## config.mk

```make
export PLATFORM = sky130hd
export DESIGN_NAME = gpio_port_control
export DESIGN_NICKNAME = d
export VERILOG_FILES = /design/src/core/gpio_pad_drive.v /design/src/core/gpio_pin_sync.v /design/src/core/gpio_port_control.v
export VERILOG_INCLUDE_DIRS = /design/src /design/src/shared
export SDC_FILE = /design/constraint.sdc
export NUM_CORES = 1
export LEC_CHECK = 0
export ABC_AREA = 1
export BUFFER_PORTS_ARGS = -buffer_cell sky130_fd_sc_hd__clkbuf_2
export CORE_MARGIN = 2
export CORE_UTILIZATION = 50
export DETAILED_ROUTE_END_ITERATION = 6
export GPL_TIMING_DRIVEN = 0
export PLACE_DENSITY_LB_ADDON = 0.15
export SLEW_MARGIN = 20
export SYNTH_ARGS = -nofsm -noshare
export SYNTH_HDL_FRONTEND = slang
export SYNTH_SLANG_ARGS = --single-unit
```

## constraint.sdc

```tcl
create_clock -name sys_clk -period 2 [get_ports sys_clk]
set_input_delay 0.2 -clock sys_clk [delete_from_list [all_inputs] [get_ports sys_clk]]
set_output_delay 0.2 -clock sys_clk [all_outputs]
set_load 0.02 [all_outputs]
```

## src/shared/gpio_defs.vh

```
/*
 * Constants for the general-purpose I/O port: register byte offsets, reset values,
 * drive mode codes, pin source codes and bus response codes.
 * Assumes it is included by bare name into the port design files and the testbench.
 */
`ifndef GPIO_DEFS_VH
`define GPIO_DEFS_VH

// Port geometry.
`define GPIO_PINS        8
`define GPIO_ADDR_W      8
`define GPIO_MODE_W      3
`define GPIO_SRC_W       3
`define GPIO_FIELD_W     24

// Register byte offsets.
`define GPIO_OFS_OUT     8'h00
`define GPIO_OFS_STATE   8'h04
`define GPIO_OFS_INT_EN  8'h08
`define GPIO_OFS_INT_ST  8'h0c
`define GPIO_OFS_MODE    8'h10
`define GPIO_OFS_PADCFG  8'h14
`define GPIO_OFS_SRC     8'h18
`define GPIO_OFS_HOLD    8'h1c

// Reset values.
`define GPIO_RST_BYTE    8'h00
`define GPIO_RST_FIELD   24'h000000
`define GPIO_RST_WORD    32'h00000000

// Drive modes, in the documented order.
`define GPIO_DM_ANALOG   3'h0
`define GPIO_DM_INPUT    3'h1
`define GPIO_DM_WPU_SPD  3'h2
`define GPIO_DM_SPU_WPD  3'h3
`define GPIO_DM_OD_SPD   3'h4
`define GPIO_DM_OD_SPU   3'h5
`define GPIO_DM_STRONG   3'h6
`define GPIO_DM_WPU_WPD  3'h7

// Pin source selections.
`define GPIO_SRC_PORT    3'h0
`define GPIO_SRC_PERIPH0 3'h1
`define GPIO_SRC_PERIPH1 3'h2
`define GPIO_SRC_PERIPH2 3'h3
`define GPIO_SRC_ANALOG  3'h4

// Pad configuration field positions.
`define GPIO_CFG_LVTTL_LSB 0
`define GPIO_CFG_SLOW_LSB  8

// Bus responses.
`define GPIO_RESP_OKAY   2'h0
`define GPIO_RESP_SLVERR 2'h2

`endif

```

## src/core/gpio_pad_drive.v

```verilog
/*
 * Per-pin source selection and drive mode decode into registered pad controls.
 * Assumes the pad cell resolves a driven level, weak pulls and analog switch from these controls.
 */
`timescale 1ns/1ps
`include "gpio_defs.vh"

module gpio_pad_drive (
	// Clock and reset
	input  wire                      sys_clk,
	input  wire                      reset_n,
	// Configuration
	input  wire                      hold,
	input  wire [`GPIO_FIELD_W-1:0]  mode,
	input  wire [`GPIO_FIELD_W-1:0]  src,
	input  wire [`GPIO_PINS-1:0]     lvttl,
	input  wire [`GPIO_PINS-1:0]     slow,
	// Data sources
	input  wire [`GPIO_PINS-1:0]     port_data,
	input  wire [`GPIO_PINS-1:0]     periph0,
	input  wire [`GPIO_PINS-1:0]     periph1,
	input  wire [`GPIO_PINS-1:0]     periph2,
	// Pad controls
	output reg  [`GPIO_PINS-1:0]     pad_out_q,
	output reg  [`GPIO_PINS-1:0]     pad_oe_n_q,
	output reg  [`GPIO_PINS-1:0]     pad_pull_up_q,
	output reg  [`GPIO_PINS-1:0]     pad_pull_dn_q,
	output reg  [`GPIO_PINS-1:0]     pad_in_en_q,
	output reg  [`GPIO_PINS-1:0]     pad_analog_q,
	output reg  [`GPIO_PINS-1:0]     pad_lvttl_q,
	output reg  [`GPIO_PINS-1:0]     pad_slow_q
);

	reg [`GPIO_PINS-1:0]   out_d;
	reg [`GPIO_PINS-1:0]   oe_n_d;
	reg [`GPIO_PINS-1:0]   pu_d;
	reg [`GPIO_PINS-1:0]   pd_d;
	reg [`GPIO_PINS-1:0]   in_en_d;
	reg [`GPIO_PINS-1:0]   ana_d;
	reg [`GPIO_MODE_W-1:0] m;
	reg                    v;
	integer                i;

	always @*
	begin
		out_d   = `GPIO_RST_BYTE;
		oe_n_d  = ~`GPIO_RST_BYTE;
		pu_d    = `GPIO_RST_BYTE;
		pd_d    = `GPIO_RST_BYTE;
		in_en_d = `GPIO_RST_BYTE;
		ana_d   = `GPIO_RST_BYTE;
		m       = `GPIO_DM_ANALOG;
		v       = 1'b0;
		for (i = 0; i < `GPIO_PINS; i = i + 1)
		begin
			m = mode[i*`GPIO_MODE_W +: `GPIO_MODE_W];
			case (src[i*`GPIO_SRC_W +: `GPIO_SRC_W])
				`GPIO_SRC_PORT:    v = port_data[i];
				`GPIO_SRC_PERIPH0: v = periph0[i];
				`GPIO_SRC_PERIPH1: v = periph1[i];
				`GPIO_SRC_PERIPH2: v = periph2[i];
				default:           v = 1'b0;
			endcase
			ana_d[i] = (src[i*`GPIO_SRC_W +: `GPIO_SRC_W] == `GPIO_SRC_ANALOG);
			out_d[i] = v;
			in_en_d[i] = (m != `GPIO_DM_ANALOG);
			// Strong drivers switch only toward the rails that the mode allows.
			case (m)
				`GPIO_DM_STRONG:                  oe_n_d[i] = 1'b0;
				`GPIO_DM_WPU_SPD, `GPIO_DM_OD_SPD: oe_n_d[i] = v;
				`GPIO_DM_SPU_WPD, `GPIO_DM_OD_SPU: oe_n_d[i] = ~v;
				default:                          oe_n_d[i] = 1'b1;
			endcase
			pu_d[i] = v & ((m == `GPIO_DM_WPU_SPD) | (m == `GPIO_DM_WPU_WPD));
			pd_d[i] = ~v & ((m == `GPIO_DM_SPU_WPD) | (m == `GPIO_DM_WPU_WPD));
		end
	end

	always @(posedge sys_clk)
	begin
		if (!reset_n)
		begin
			// Analog with both buffers off, so no input is crowbarred at power-up.
			pad_out_q     <= `GPIO_RST_BYTE;
			pad_oe_n_q    <= ~`GPIO_RST_BYTE;
			pad_pull_up_q <= `GPIO_RST_BYTE;
			pad_pull_dn_q <= `GPIO_RST_BYTE;
			pad_in_en_q   <= `GPIO_RST_BYTE;
			pad_analog_q  <= `GPIO_RST_BYTE;
			pad_lvttl_q   <= `GPIO_RST_BYTE;
			pad_slow_q    <= `GPIO_RST_BYTE;
		end
		else if (!hold)
		begin
			pad_out_q     <= out_d;
			pad_oe_n_q    <= oe_n_d;
			pad_pull_up_q <= pu_d;
			pad_pull_dn_q <= pd_d;
			pad_in_en_q   <= in_en_d;
			pad_analog_q  <= ana_d;
			pad_lvttl_q   <= lvttl;
			pad_slow_q    <= slow;
		end
	end

endmodule // gpio_pad_drive

```

## src/core/gpio_pin_sync.v

```verilog
/*
 * Two-stage synchroniser for the eight pin input levels.
 * Assumes the pin levels are asynchronous to sys_clk.
 */
`timescale 1ns/1ps
`include "gpio_defs.vh"

module gpio_pin_sync (
	// Clock and reset
	input  wire                    sys_clk,
	input  wire                    reset_n,
	// Pin levels
	input  wire [`GPIO_PINS-1:0]   pin_in,
	output reg  [`GPIO_PINS-1:0]   pin_sync_q
);

	reg [`GPIO_PINS-1:0] meta_q;

	// Only the second stage is read outside this module.
	always @(posedge sys_clk)
	begin
		if (!reset_n)
		begin
			meta_q     <= `GPIO_RST_BYTE;
			pin_sync_q <= `GPIO_RST_BYTE;
		end
		else
		begin
			meta_q     <= pin_in;
			pin_sync_q <= meta_q;
		end
	end

endmodule // gpio_pin_sync

```

## src/core/gpio_port_control.v

```verilog
/*
 * One general-purpose I/O port of eight pins with its AXI4-Lite register slave,
 * per-pin interrupt flags gathered into one request, and registered pad controls.
 * Assumes an AXI4-Lite master on sys_clk and pads that take the pad_* controls.
 */
`timescale 1ns/1ps
`include "gpio_defs.vh"

module gpio_port_control (
	// Clock and reset
	input  wire                     sys_clk,
	input  wire                     reset_n,
	// AXI4-Lite write address
	input  wire [`GPIO_ADDR_W-1:0]  s_axi_awaddr,
	input  wire                     s_axi_awvalid,
	output reg                      s_axi_awready,
	// AXI4-Lite write data
	input  wire [31:0]              s_axi_wdata,
	input  wire [3:0]               s_axi_wstrb,
	input  wire                     s_axi_wvalid,
	output reg                      s_axi_wready,
	// AXI4-Lite write response
	output reg  [1:0]               s_axi_bresp,
	output reg                      s_axi_bvalid,
	input  wire                     s_axi_bready,
	// AXI4-Lite read address
	input  wire [`GPIO_ADDR_W-1:0]  s_axi_araddr,
	input  wire                     s_axi_arvalid,
	output reg                      s_axi_arready,
	// AXI4-Lite read data
	output reg  [31:0]              s_axi_rdata,
	output reg  [1:0]               s_axi_rresp,
	output reg                      s_axi_rvalid,
	input  wire                     s_axi_rready,
	// Peripheral connections through the pin source matrix
	input  wire [`GPIO_PINS-1:0]    periph0_out,
	input  wire [`GPIO_PINS-1:0]    periph1_out,
	input  wire [`GPIO_PINS-1:0]    periph2_out,
	output reg  [`GPIO_PINS-1:0]    periph_in_q,
	// Port interrupt request
	output reg                      port_irq_q,
	// Pads
	input  wire [`GPIO_PINS-1:0]    pad_in,
	output wire [`GPIO_PINS-1:0]    pad_out,
	output wire [`GPIO_PINS-1:0]    pad_oe_n,
	output wire [`GPIO_PINS-1:0]    pad_pull_up,
	output wire [`GPIO_PINS-1:0]    pad_pull_dn,
	output wire [`GPIO_PINS-1:0]    pad_in_en,
	output wire [`GPIO_PINS-1:0]    pad_analog,
	output wire [`GPIO_PINS-1:0]    pad_lvttl,
	output wire [`GPIO_PINS-1:0]    pad_slow
);

	// Registers.
	reg  [`GPIO_PINS-1:0]    out_data_q;
	reg  [`GPIO_PINS-1:0]    int_en_q;
	reg  [`GPIO_PINS-1:0]    int_st_q;
	reg  [`GPIO_PINS-1:0]    int_st_d;
	reg  [`GPIO_FIELD_W-1:0] drive_mode_q;
	reg  [`GPIO_FIELD_W-1:0] pin_src_q;
	reg  [`GPIO_PINS-1:0]    lvttl_q;
	reg  [`GPIO_PINS-1:0]    slow_q;
	reg                      hold_q;

	// Bus capture state.
	reg                      aw_got_q;
	reg                      w_got_q;
	reg  [`GPIO_ADDR_W-1:0]  waddr_q;
	reg  [31:0]              wdata_q;
	reg  [3:0]               wstrb_q;

	// Input sampling and write decode.
	wire [`GPIO_PINS-1:0]    pin_state;
	reg  [`GPIO_PINS-1:0]    pin_prev_q;
	wire [`GPIO_PINS-1:0]    pin_edge;
	wire                     do_write;
	wire [31:0]              wmask;

	// Merged write words; only the low bits of each belong to its register.
	wire [31:0]              out_word;
	wire [31:0]              mode_word;
	wire [31:0]              src_word;

	// Expands byte strobes into a bit mask.
	function [31:0] strb_mask;
		input [3:0] strb;
		begin
			strb_mask = {{8{strb[3]}}, {8{strb[2]}}, {8{strb[1]}}, {8{strb[0]}}};
		end
	endfunction

	// Merges strobed write data into an old register word.
	function [31:0] merge;
		input [31:0] old;
		input [31:0] data;
		input [31:0] mask;
		begin
			merge = (old & ~mask) | (data & mask);
		end
	endfunction

	// Tells whether a byte offset names one of the port registers.
	function mapped;
		input [`GPIO_ADDR_W-1:0] a;
		begin
			case (a)
				`GPIO_OFS_OUT, `GPIO_OFS_STATE, `GPIO_OFS_INT_EN, `GPIO_OFS_INT_ST,
				`GPIO_OFS_MODE, `GPIO_OFS_PADCFG, `GPIO_OFS_SRC, `GPIO_OFS_HOLD:
					mapped = 1'b1;
				default:
					mapped = 1'b0;
			endcase
		end
	endfunction

	gpio_pin_sync u_sync (
		.sys_clk    (sys_clk),
		.reset_n    (reset_n),
		.pin_in     (pad_in),
		.pin_sync_q (pin_state)
	);

	gpio_pad_drive u_drive (
		.sys_clk       (sys_clk),
		.reset_n       (reset_n),
		.hold          (hold_q),
		.mode          (drive_mode_q),
		.src           (pin_src_q),
		.lvttl         (lvttl_q),
		.slow          (slow_q),
		.port_data     (out_data_q),
		.periph0       (periph0_out),
		.periph1       (periph1_out),
		.periph2       (periph2_out),
		.pad_out_q     (pad_out),
		.pad_oe_n_q    (pad_oe_n),
		.pad_pull_up_q (pad_pull_up),
		.pad_pull_dn_q (pad_pull_dn),
		.pad_in_en_q   (pad_in_en),
		.pad_analog_q  (pad_analog),
		.pad_lvttl_q   (pad_lvttl),
		.pad_slow_q    (pad_slow)
	);

	assign do_write = aw_got_q & w_got_q & ~s_axi_bvalid;
	assign wmask    = strb_mask(wstrb_q);
	assign pin_edge = pin_state ^ pin_prev_q;

	assign out_word  = merge({24'h000000, out_data_q}, wdata_q, wmask);
	assign mode_word = merge({8'h00, drive_mode_q}, wdata_q, wmask);
	assign src_word  = merge({8'h00, pin_src_q}, wdata_q, wmask);

	// Any level change on an enabled pin sets its flag; a set in the clearing cycle wins.
	always @*
	begin
		int_st_d = int_st_q;
		if (do_write && (waddr_q == `GPIO_OFS_INT_ST))
			int_st_d = int_st_q & ~(wdata_q[`GPIO_PINS-1:0] & wmask[`GPIO_PINS-1:0]);
		int_st_d = int_st_d | (pin_edge & int_en_q);
	end

	// Write channels: address and data are taken in either order, one write at a time.
	always @(posedge sys_clk)
	begin
		if (!reset_n)
		begin
			s_axi_awready <= 1'b1;
			s_axi_wready  <= 1'b1;
			s_axi_bvalid  <= 1'b0;
			s_axi_bresp   <= `GPIO_RESP_OKAY;
			aw_got_q      <= 1'b0;
			w_got_q       <= 1'b0;
			waddr_q       <= `GPIO_RST_BYTE;
			wdata_q       <= `GPIO_RST_WORD;
			wstrb_q       <= 4'h0;
		end
		else
		begin
			if (s_axi_awvalid && s_axi_awready)
			begin
				aw_got_q      <= 1'b1;
				waddr_q       <= s_axi_awaddr;
				s_axi_awready <= 1'b0;
			end
			if (s_axi_wvalid && s_axi_wready)
			begin
				w_got_q      <= 1'b1;
				wdata_q      <= s_axi_wdata;
				wstrb_q      <= s_axi_wstrb;
				s_axi_wready <= 1'b0;
			end
			if (do_write)
			begin
				aw_got_q     <= 1'b0;
				w_got_q      <= 1'b0;
				s_axi_bvalid <= 1'b1;
				s_axi_bresp  <= mapped(waddr_q) ? `GPIO_RESP_OKAY : `GPIO_RESP_SLVERR;
			end
			else if (s_axi_bvalid && s_axi_bready)
			begin
				s_axi_bvalid  <= 1'b0;
				s_axi_awready <= 1'b1;
				s_axi_wready  <= 1'b1;
			end
		end
	end

	// Register file. Writes to the pin state offset are accepted and have no effect.
	always @(posedge sys_clk)
	begin
		if (!reset_n)
		begin
			out_data_q   <= `GPIO_RST_BYTE;
			int_en_q     <= `GPIO_RST_BYTE;
			int_st_q     <= `GPIO_RST_BYTE;
			drive_mode_q <= `GPIO_RST_FIELD;
			pin_src_q    <= `GPIO_RST_FIELD;
			lvttl_q      <= `GPIO_RST_BYTE;
			slow_q       <= `GPIO_RST_BYTE;
			hold_q       <= 1'b0;
			pin_prev_q   <= `GPIO_RST_BYTE;
			periph_in_q  <= `GPIO_RST_BYTE;
			port_irq_q   <= 1'b0;
		end
		else
		begin
			int_st_q    <= int_st_d;
			pin_prev_q  <= pin_state;
			periph_in_q <= pin_state;
			port_irq_q  <= |(int_st_d & int_en_q);
			if (do_write)
			begin
				case (waddr_q)
					`GPIO_OFS_OUT:
						out_data_q <= out_word[`GPIO_PINS-1:0];
					`GPIO_OFS_INT_EN:
						int_en_q <= wdata_q[`GPIO_PINS-1:0] & wmask[`GPIO_PINS-1:0] |
							int_en_q & ~wmask[`GPIO_PINS-1:0];
					`GPIO_OFS_MODE:
						drive_mode_q <= mode_word[`GPIO_FIELD_W-1:0];
					`GPIO_OFS_PADCFG:
					begin
						if (wstrb_q[0])
							lvttl_q <= wdata_q[`GPIO_CFG_LVTTL_LSB +: `GPIO_PINS];
						if (wstrb_q[1])
							slow_q <= wdata_q[`GPIO_CFG_SLOW_LSB +: `GPIO_PINS];
					end
					`GPIO_OFS_SRC:
						pin_src_q <= src_word[`GPIO_FIELD_W-1:0];
					`GPIO_OFS_HOLD:
						if (wstrb_q[0])
							hold_q <= wdata_q[0];
					default:
						hold_q <= hold_q;
				endcase
			end
		end
	end

	// Read channel: the data follows one cycle after the address is taken.
	always @(posedge sys_clk)
	begin
		if (!reset_n)
		begin
			s_axi_arready <= 1'b1;
			s_axi_rvalid  <= 1'b0;
			s_axi_rdata   <= `GPIO_RST_WORD;
			s_axi_rresp   <= `GPIO_RESP_OKAY;
		end
		else if (s_axi_arvalid && s_axi_arready)
		begin
			s_axi_arready <= 1'b0;
			s_axi_rvalid  <= 1'b1;
			s_axi_rresp   <= mapped(s_axi_araddr) ? `GPIO_RESP_OKAY : `GPIO_RESP_SLVERR;
			case (s_axi_araddr)
				`GPIO_OFS_OUT:    s_axi_rdata <= {24'h000000, out_data_q};
				`GPIO_OFS_STATE:  s_axi_rdata <= {24'h000000, pin_state};
				`GPIO_OFS_INT_EN: s_axi_rdata <= {24'h000000, int_en_q};
				`GPIO_OFS_INT_ST: s_axi_rdata <= {24'h000000, int_st_q};
				`GPIO_OFS_MODE:   s_axi_rdata <= {8'h00, drive_mode_q};
				`GPIO_OFS_PADCFG: s_axi_rdata <= {16'h0000, slow_q, lvttl_q};
				`GPIO_OFS_SRC:    s_axi_rdata <= {8'h00, pin_src_q};
				`GPIO_OFS_HOLD:   s_axi_rdata <= {31'h00000000, hold_q};
				default:          s_axi_rdata <= `GPIO_RST_WORD;
			endcase
		end
		else if (s_axi_rvalid && s_axi_rready)
		begin
			s_axi_rvalid  <= 1'b0;
			s_axi_arready <= 1'b1;
		end
	end

endmodule // gpio_port_control

```

## Word level (Yosys, flattened, before mapping)

Memories as Yosys holds them, arrays and structs flattened. A register that Yosys moved wholly into a read port is not among the register bits.
Cells that the tools add are included.

- Bits in read-only memories: 64
- Register bits: 256
- Bits in latches: 0
- Memories: 2
- Memory bits (writable): 0
- Input bits: 91

Memories:

| memory | words | bits a word | rd ports | clocked after memory_dff | write ports | line | text |
|---|---|---|---|---|---|---|---|
| (no name shown) | 32 | 1 | 1 | 0 | 0 | gpio_port_control.v:106 | `case (a)` |
| (no name shown) | 32 | 1 | 1 | 1 | 0 | gpio_port_control.v:106 |  |

- Shift-type cells: 0
- $mul: 0
- $add $sub $neg: 0
- Div/mod/pow operators: 0
- Reductions and logical operators: 53
- Magnitude comparators: 0
- Bitwise logic cells: 62
- Eq/ne operators: 93
- Muxes and demuxes: 40

Operators by type and width:

| operator | number |
|---|---|
| case mux 24 bit (8 select lines) | 1 |
| equality test 3 bit (second input constant) | 40 |
| equality test 3 x 2 -> 1 bit (second input constant) | 32 |
| bitwise AND 24 bit | 3 |
| equality test 8 x 5 -> 1 bit (second input constant) | 8 |
| bitwise AND 8 bit | 6 |
| OR 24 bit | 2 |
| OR reduction 2 bit | 17 |
| equality test 8 x 4 -> 1 bit (second input constant) | 4 |
| case mux 1 bit (4 select lines) | 8 |
| logical NOT 3 bit | 10 |
| equality test 3 x 1 -> 1 bit (second input constant) | 8 |
| NOT 24 bit | 1 |
| OR 8 bit | 3 |
| case mux 1 bit (3 select lines) | 8 |
| nonzero test 3 bit | 8 |
| bitwise AND 1 bit | 18 |
| 2-to-1 mux 1 bit | 18 |
| logical NOT 8 bit | 2 |
| NOT 8 bit | 2 |
| OR 1 bit | 16 |
| 2-to-1 mux 5 bit | 2 |
| NOT 1 bit | 10 |
| AND reduction 3 bit | 3 |
| 8 further kinds | 18 |

## Longest topological paths before layout

- Depth after elaboration: 7
- Mapped depth: 11

## Hierarchy

Synthesis repeated with hierarchy kept, for this count alone.

- Cells, all modules: 1456
- Area total of the unflattened synthesis: 10730.3 um^2

Modules (own cells, without submodules):

| module | area an instance (um^2) | seq. area each (um^2) | cells an instance | times used |
|---|---|---|---|---|
| gpio_port_control | 6910.4 | 3343.2 | 910 | 1 |
| gpio_pad_drive | 3335.7 | 1281.2 | 496 | 1 |
| gpio_pin_sync | 484.2 | 320.3 | 50 | 1 |

## Worst setup path before layout

OpenSTA, ideal clock, no wires.

- Path type: reg-to-reg
- Start: register s_axi_bvalid
- End: register with a tool-made name
- Path buffers: 1
- Required time: 1.878 ns
- Stages on the path, launching flop included: 8
- Data arrival time: 1.332 ns
- Period minus slack after synthesis: 1.454 ns
- Setup slack: 0.546 ns
- Cell sequence: dfxtp_1 > inv_1 > nand3_1 > nor2_4 > nand3_1 > buf_2 > o21ai_0 > a21oi_1

RTL lines:

| item | line | text |
|---|---|---|
| start, declared | gpio_port_control.v:24 | `output reg s_axi_bvalid,` |
| start signal, assigned | gpio_port_control.v:169 | `s_axi_bvalid <= 1'b0;` |
| start signal, assigned | gpio_port_control.v:196 | `s_axi_bvalid <= 1'b1;` |
| start signal, assigned | gpio_port_control.v:201 | `s_axi_bvalid <= 1'b0;` |

==> impl_summary.log <==
INFO  metric postRouteAntennaNets = 0
INFO  metric worst_endpoint_data_arrival_time = 2410 ps
INFO  metric rr_worst_depth = 4
INFO  metric drt-wirelength-per-cell = 17.4 um
INFO  metric number_of_warnings_reported_in_the_yosys_synthesis_log = 0
INFO  metric min_path_type = in -> reg
INFO  metric layout_worst_path_cycle_share = 97.3%
INFO  metric crit_path_max_fanout = 10
INFO  metric die_height = 148 um
INFO  metric drt-pass1-iter-count = 6
INFO  metric htreeDepth = 1
INFO  metric final.setup_skew = 13.1 ps
INFO  metric rsz_0062_raised_after_global_routing = no
INFO  metric min_delay_path_depth = 5
INFO  metric finalNonFillerCells = 1,978
INFO  metric status = complete, no violations
INFO  metric number_of_distinct_library_cell_variants_in_the_gate_level_netlist_after_synthesis = 33
INFO  metric drt_first_iter_violations = 974
INFO  metric global_route.usage.met2 = 52.3%
INFO  metric ios = 205
INFO  metric worst_ep_required_time = 2460 ps
INFO  metric worstSetupEndpointType = flop
INFO  metric dp_cells = 1,883
INFO  metric synthesis.instances = 1,420
INFO  metric gr-max-usage-layer = met2
INFO  metric synth-seq-cells = 247
INFO  metric grt_pass1_wl = 52.8 mm
INFO  metric max_slew_margin = 42.9%
INFO  metric cts.sink_count = 247
INFO  metric floorplan.die_area = 21,800 sq um
INFO  metric final-hold-violation-count = 0
INFO  metric drcViolationCount = 0
INFO  metric peak_clock_frequency_supported_by_timing = 0.514 GHz
INFO  metric timing.setup.tns = 0 ps
INFO  metric drive_above_1_share = 17.2%
INFO  metric wirelength = 34.5 mm
INFO  metric clk_latency = 540 ps
INFO  metric grt_start_max_net_pins = 15
INFO  metric netlist_area = 10,300 sq um
INFO  metric grt_antenna_before_repair = 1
INFO  metric hpwlAfterDp = 25.1 mm
INFO  metric synthFlopType = sky130_fd_sc_hd__dfxtp_1
INFO  metric core = 20,200 sq um
INFO  metric yosys.area.top_type = sky130_fd_sc_hd__dfxtp_1
INFO  metric timing_worst_setup_path_type = reg -> reg
INFO  metric groute.layer.met1.usage = 39.2%
INFO  metric synth.top_cell.area_share = 48.0%
INFO  metric synthTopCellsByArea = sky130_fd_sc_hd__dfxtp_1, sky130_fd_sc_hd__o21ai_0, sky130_fd_sc_hd__nand2_1
INFO  metric power.share.switching = 23.3%
INFO  metric globalRouteMet3Util = 5.19%
INFO  metric postLayoutSetupSlackWorst = 53.3 ps
INFO  metric cts_made_buffers = 26
INFO  metric cts.repair_timing.setup_buffer_count = 0
INFO  metric final_core_utilization = 64.5%
INFO  metric worst_ir_drop_vdd = 0.692 mV
INFO  metric hold-worst-slack = 140 ps
INFO  metric io_buffer_count = 184
INFO  metric synth-edff-count = 0
INFO  metric dpl-instance-area = 11,600 sq um
INFO  metric dpl_worst_slack = -187 ps
INFO  metric share_comb_of_total_power = 6.5%
INFO  metric p_leak = 5.61 nW
INFO  metric seq_power_share = 45.9%
INFO  metric finalNetCount = 1,778
INFO  metric yosys-top-cells-count = sky130_fd_sc_hd__nand2_1, sky130_fd_sc_hd__dfxtp_1, sky130_fd_sc_hd__o21ai_0, sky130_fd_sc_hd__nor2_1, sky130_fd_sc_hd__a21oi_1
INFO  metric die_x = 148 um
INFO  metric design_area = 13,000 sq um
INFO  metric clock_power_share = 47.6%
INFO  metric setup_violations = 0
INFO  metric grt_pass1_vias = 9,970
INFO  metric cts.clk_slew.worst_paths = 60 ps
INFO  metric total_power = 11.1 mW
INFO  metric cts_root_buffer = sky130_fd_sc_hd__clkbuf_16
INFO  metric globalRoute.totalOverflow = 0
INFO  metric cell_internal_pwr = 8.50 mW
INFO  metric synth_sequential_area_ratio = 48.0%
INFO  metric maxCapViolations = 0
INFO  metric syn_avg_cell_area = 7.26 sq um
INFO  metric yosysMostFrequentCell = sky130_fd_sc_hd__nand2_1
INFO  metric timing.critical_path.from_type = flop
INFO  metric max-clock-path-buffers = 3
INFO  metric synthToLayoutAreaGrowth = 26.5%
INFO  metric worst_pin_slew = 857 ps
INFO  metric timing_max_transition_violations_final = 0
INFO  metric dr_total_vias = 10,674
INFO  metric number_of_cell_rows = 52
INFO  metric gp_routability_congestion = 0.975
INFO  metric power_density = 849 nW/um^2
INFO  metric switching_power = 2.58 mW
INFO  metric cts_tree = done
INFO  metric postSynth.asyncResetShare = 0%
INFO  metric start_util = 51.0%
INFO  metric gr-usage-all-layers = 31.1%
INFO  metric route.detailed.vias_per_inst = 5.40
INFO  metric period_needed = 1950 ps
layout by cell type (no fill, tap or decap), types with 12 or more instances in the layout:
| cell type | Yosys | final |
|---|---|---|
| sky130_fd_sc_hd__nand2_1 | 256 | 255 |
| sky130_fd_sc_hd__dfxtp_1 | 247 | 247 |
| sky130_fd_sc_hd__o21ai_0 | 195 | 195 |
| sky130_fd_sc_hd__clkbuf_2 | 0 | 184 |
| sky130_fd_sc_hd__nor2_1 | 183 | 182 |
| sky130_fd_sc_hd__a21oi_1 | 147 | 147 |
| sky130_fd_sc_hd__nand3_1 | 115 | 113 |
| sky130_fd_sc_hd__inv_1 | 108 | 108 |
| sky130_fd_sc_hd__clkbuf_1 | 48 | 49 |
| sky130_fd_sc_hd__dlygate4sd3_1 | 0 | 46 |
| sky130_fd_sc_hd__clkbuf_16 | 0 | 27 |
| sky130_fd_sc_hd__o22ai_1 | 13 | 13 |
| sky130_fd_sc_hd__a211oi_1 | 12 | 12 |
| sky130_fd_sc_hd__buf_4 | 12 | 12 |
repair_timing:
item | 4_1_cts | 5_1_grt
gates resized for setup | 3 | 4
pin swaps | 0 | 0
setup endpoints to repair | 10 | 7
hold buffers | 46 | 0
hold endpoints to repair | 47 | 0
area by class of cell:
type | count | area, sq um
multi-input cells | 991 | 4620
clock inverters | 13 | 171
flip-flops and latches | 247 | 4940
plain buffers | 77 | 382
well taps | 270 | 338
fillers | 1865 | 7190
clock buffers | 35 | 776
repair buffers | 230 | 1380
diodes | 1 | 2.50
inverters | 114 | 429
power groups by stage:
| stage | combinational, mW | sequential [mW] | clock, mW |
|---|---|---|---|
| floorplan | 0.344 | 5.20 | 0 |
| global route | 0.783 | 5.10 | 5.49 |
| CTS | 0.707 | 5.09 | 5.29 |
| finish | 0.720 | 5.09 | 5.27 |
| global placement | 0.621 | 5.19 | 0 |
| detailed placement | 0.629 | 5.20 | 0 |
kinds of logic (layout without fill, tap and decap cells):
| group | Yosys count | in the layout | synth area share [%] |
|---|---|---|---|
| AOI/OAI and AO/OA | 385 | 385 | 19.6 |
| buffers and inverters | 191 | 469 | 7.86 |
| DFF | 247 | 247 | 48.0 |
| other | 1 | 11 | 0.0364 |
| and+or+nand+nor | 596 | 596 | 24.5 |
per-layer routing:
| layer | wire length (um) | vias to the layer above |
|---|---|---|
| met5 | 0 | - |
| met2 | 16200 | 483 |
| li1 | - | 5232 |
| met1 | 13900 | 4864 |
| met3 | 2900 | 95 |
| met4 | 1500 | 0 |
worst paths after layout:
kind	start	end	slack (ps)
worst max-delay path	hold_q	u_drive.pad_slow_q[7]	50
worst min-delay path	s_axi_araddr[6]	s_axi_rresp[1]	140
worst min register to register	u_sync.meta_q[6]	u_sync.pin_sync_q[6]	410
worst max register to register	hold_q	u_drive.pad_slow_q[7]	50
worst max-delay path: stages, from the launching register on:
cell                       delay (ps)
sky130_fd_sc_hd__dfxtp_1          320
sky130_fd_sc_hd__clkbuf_1         550
sky130_fd_sc_hd__clkbuf_1         580
sky130_fd_sc_hd__o21ai_0          260
sky130_fd_sc_hd__nor2_1           150
(Power assumes the default switching activity.)
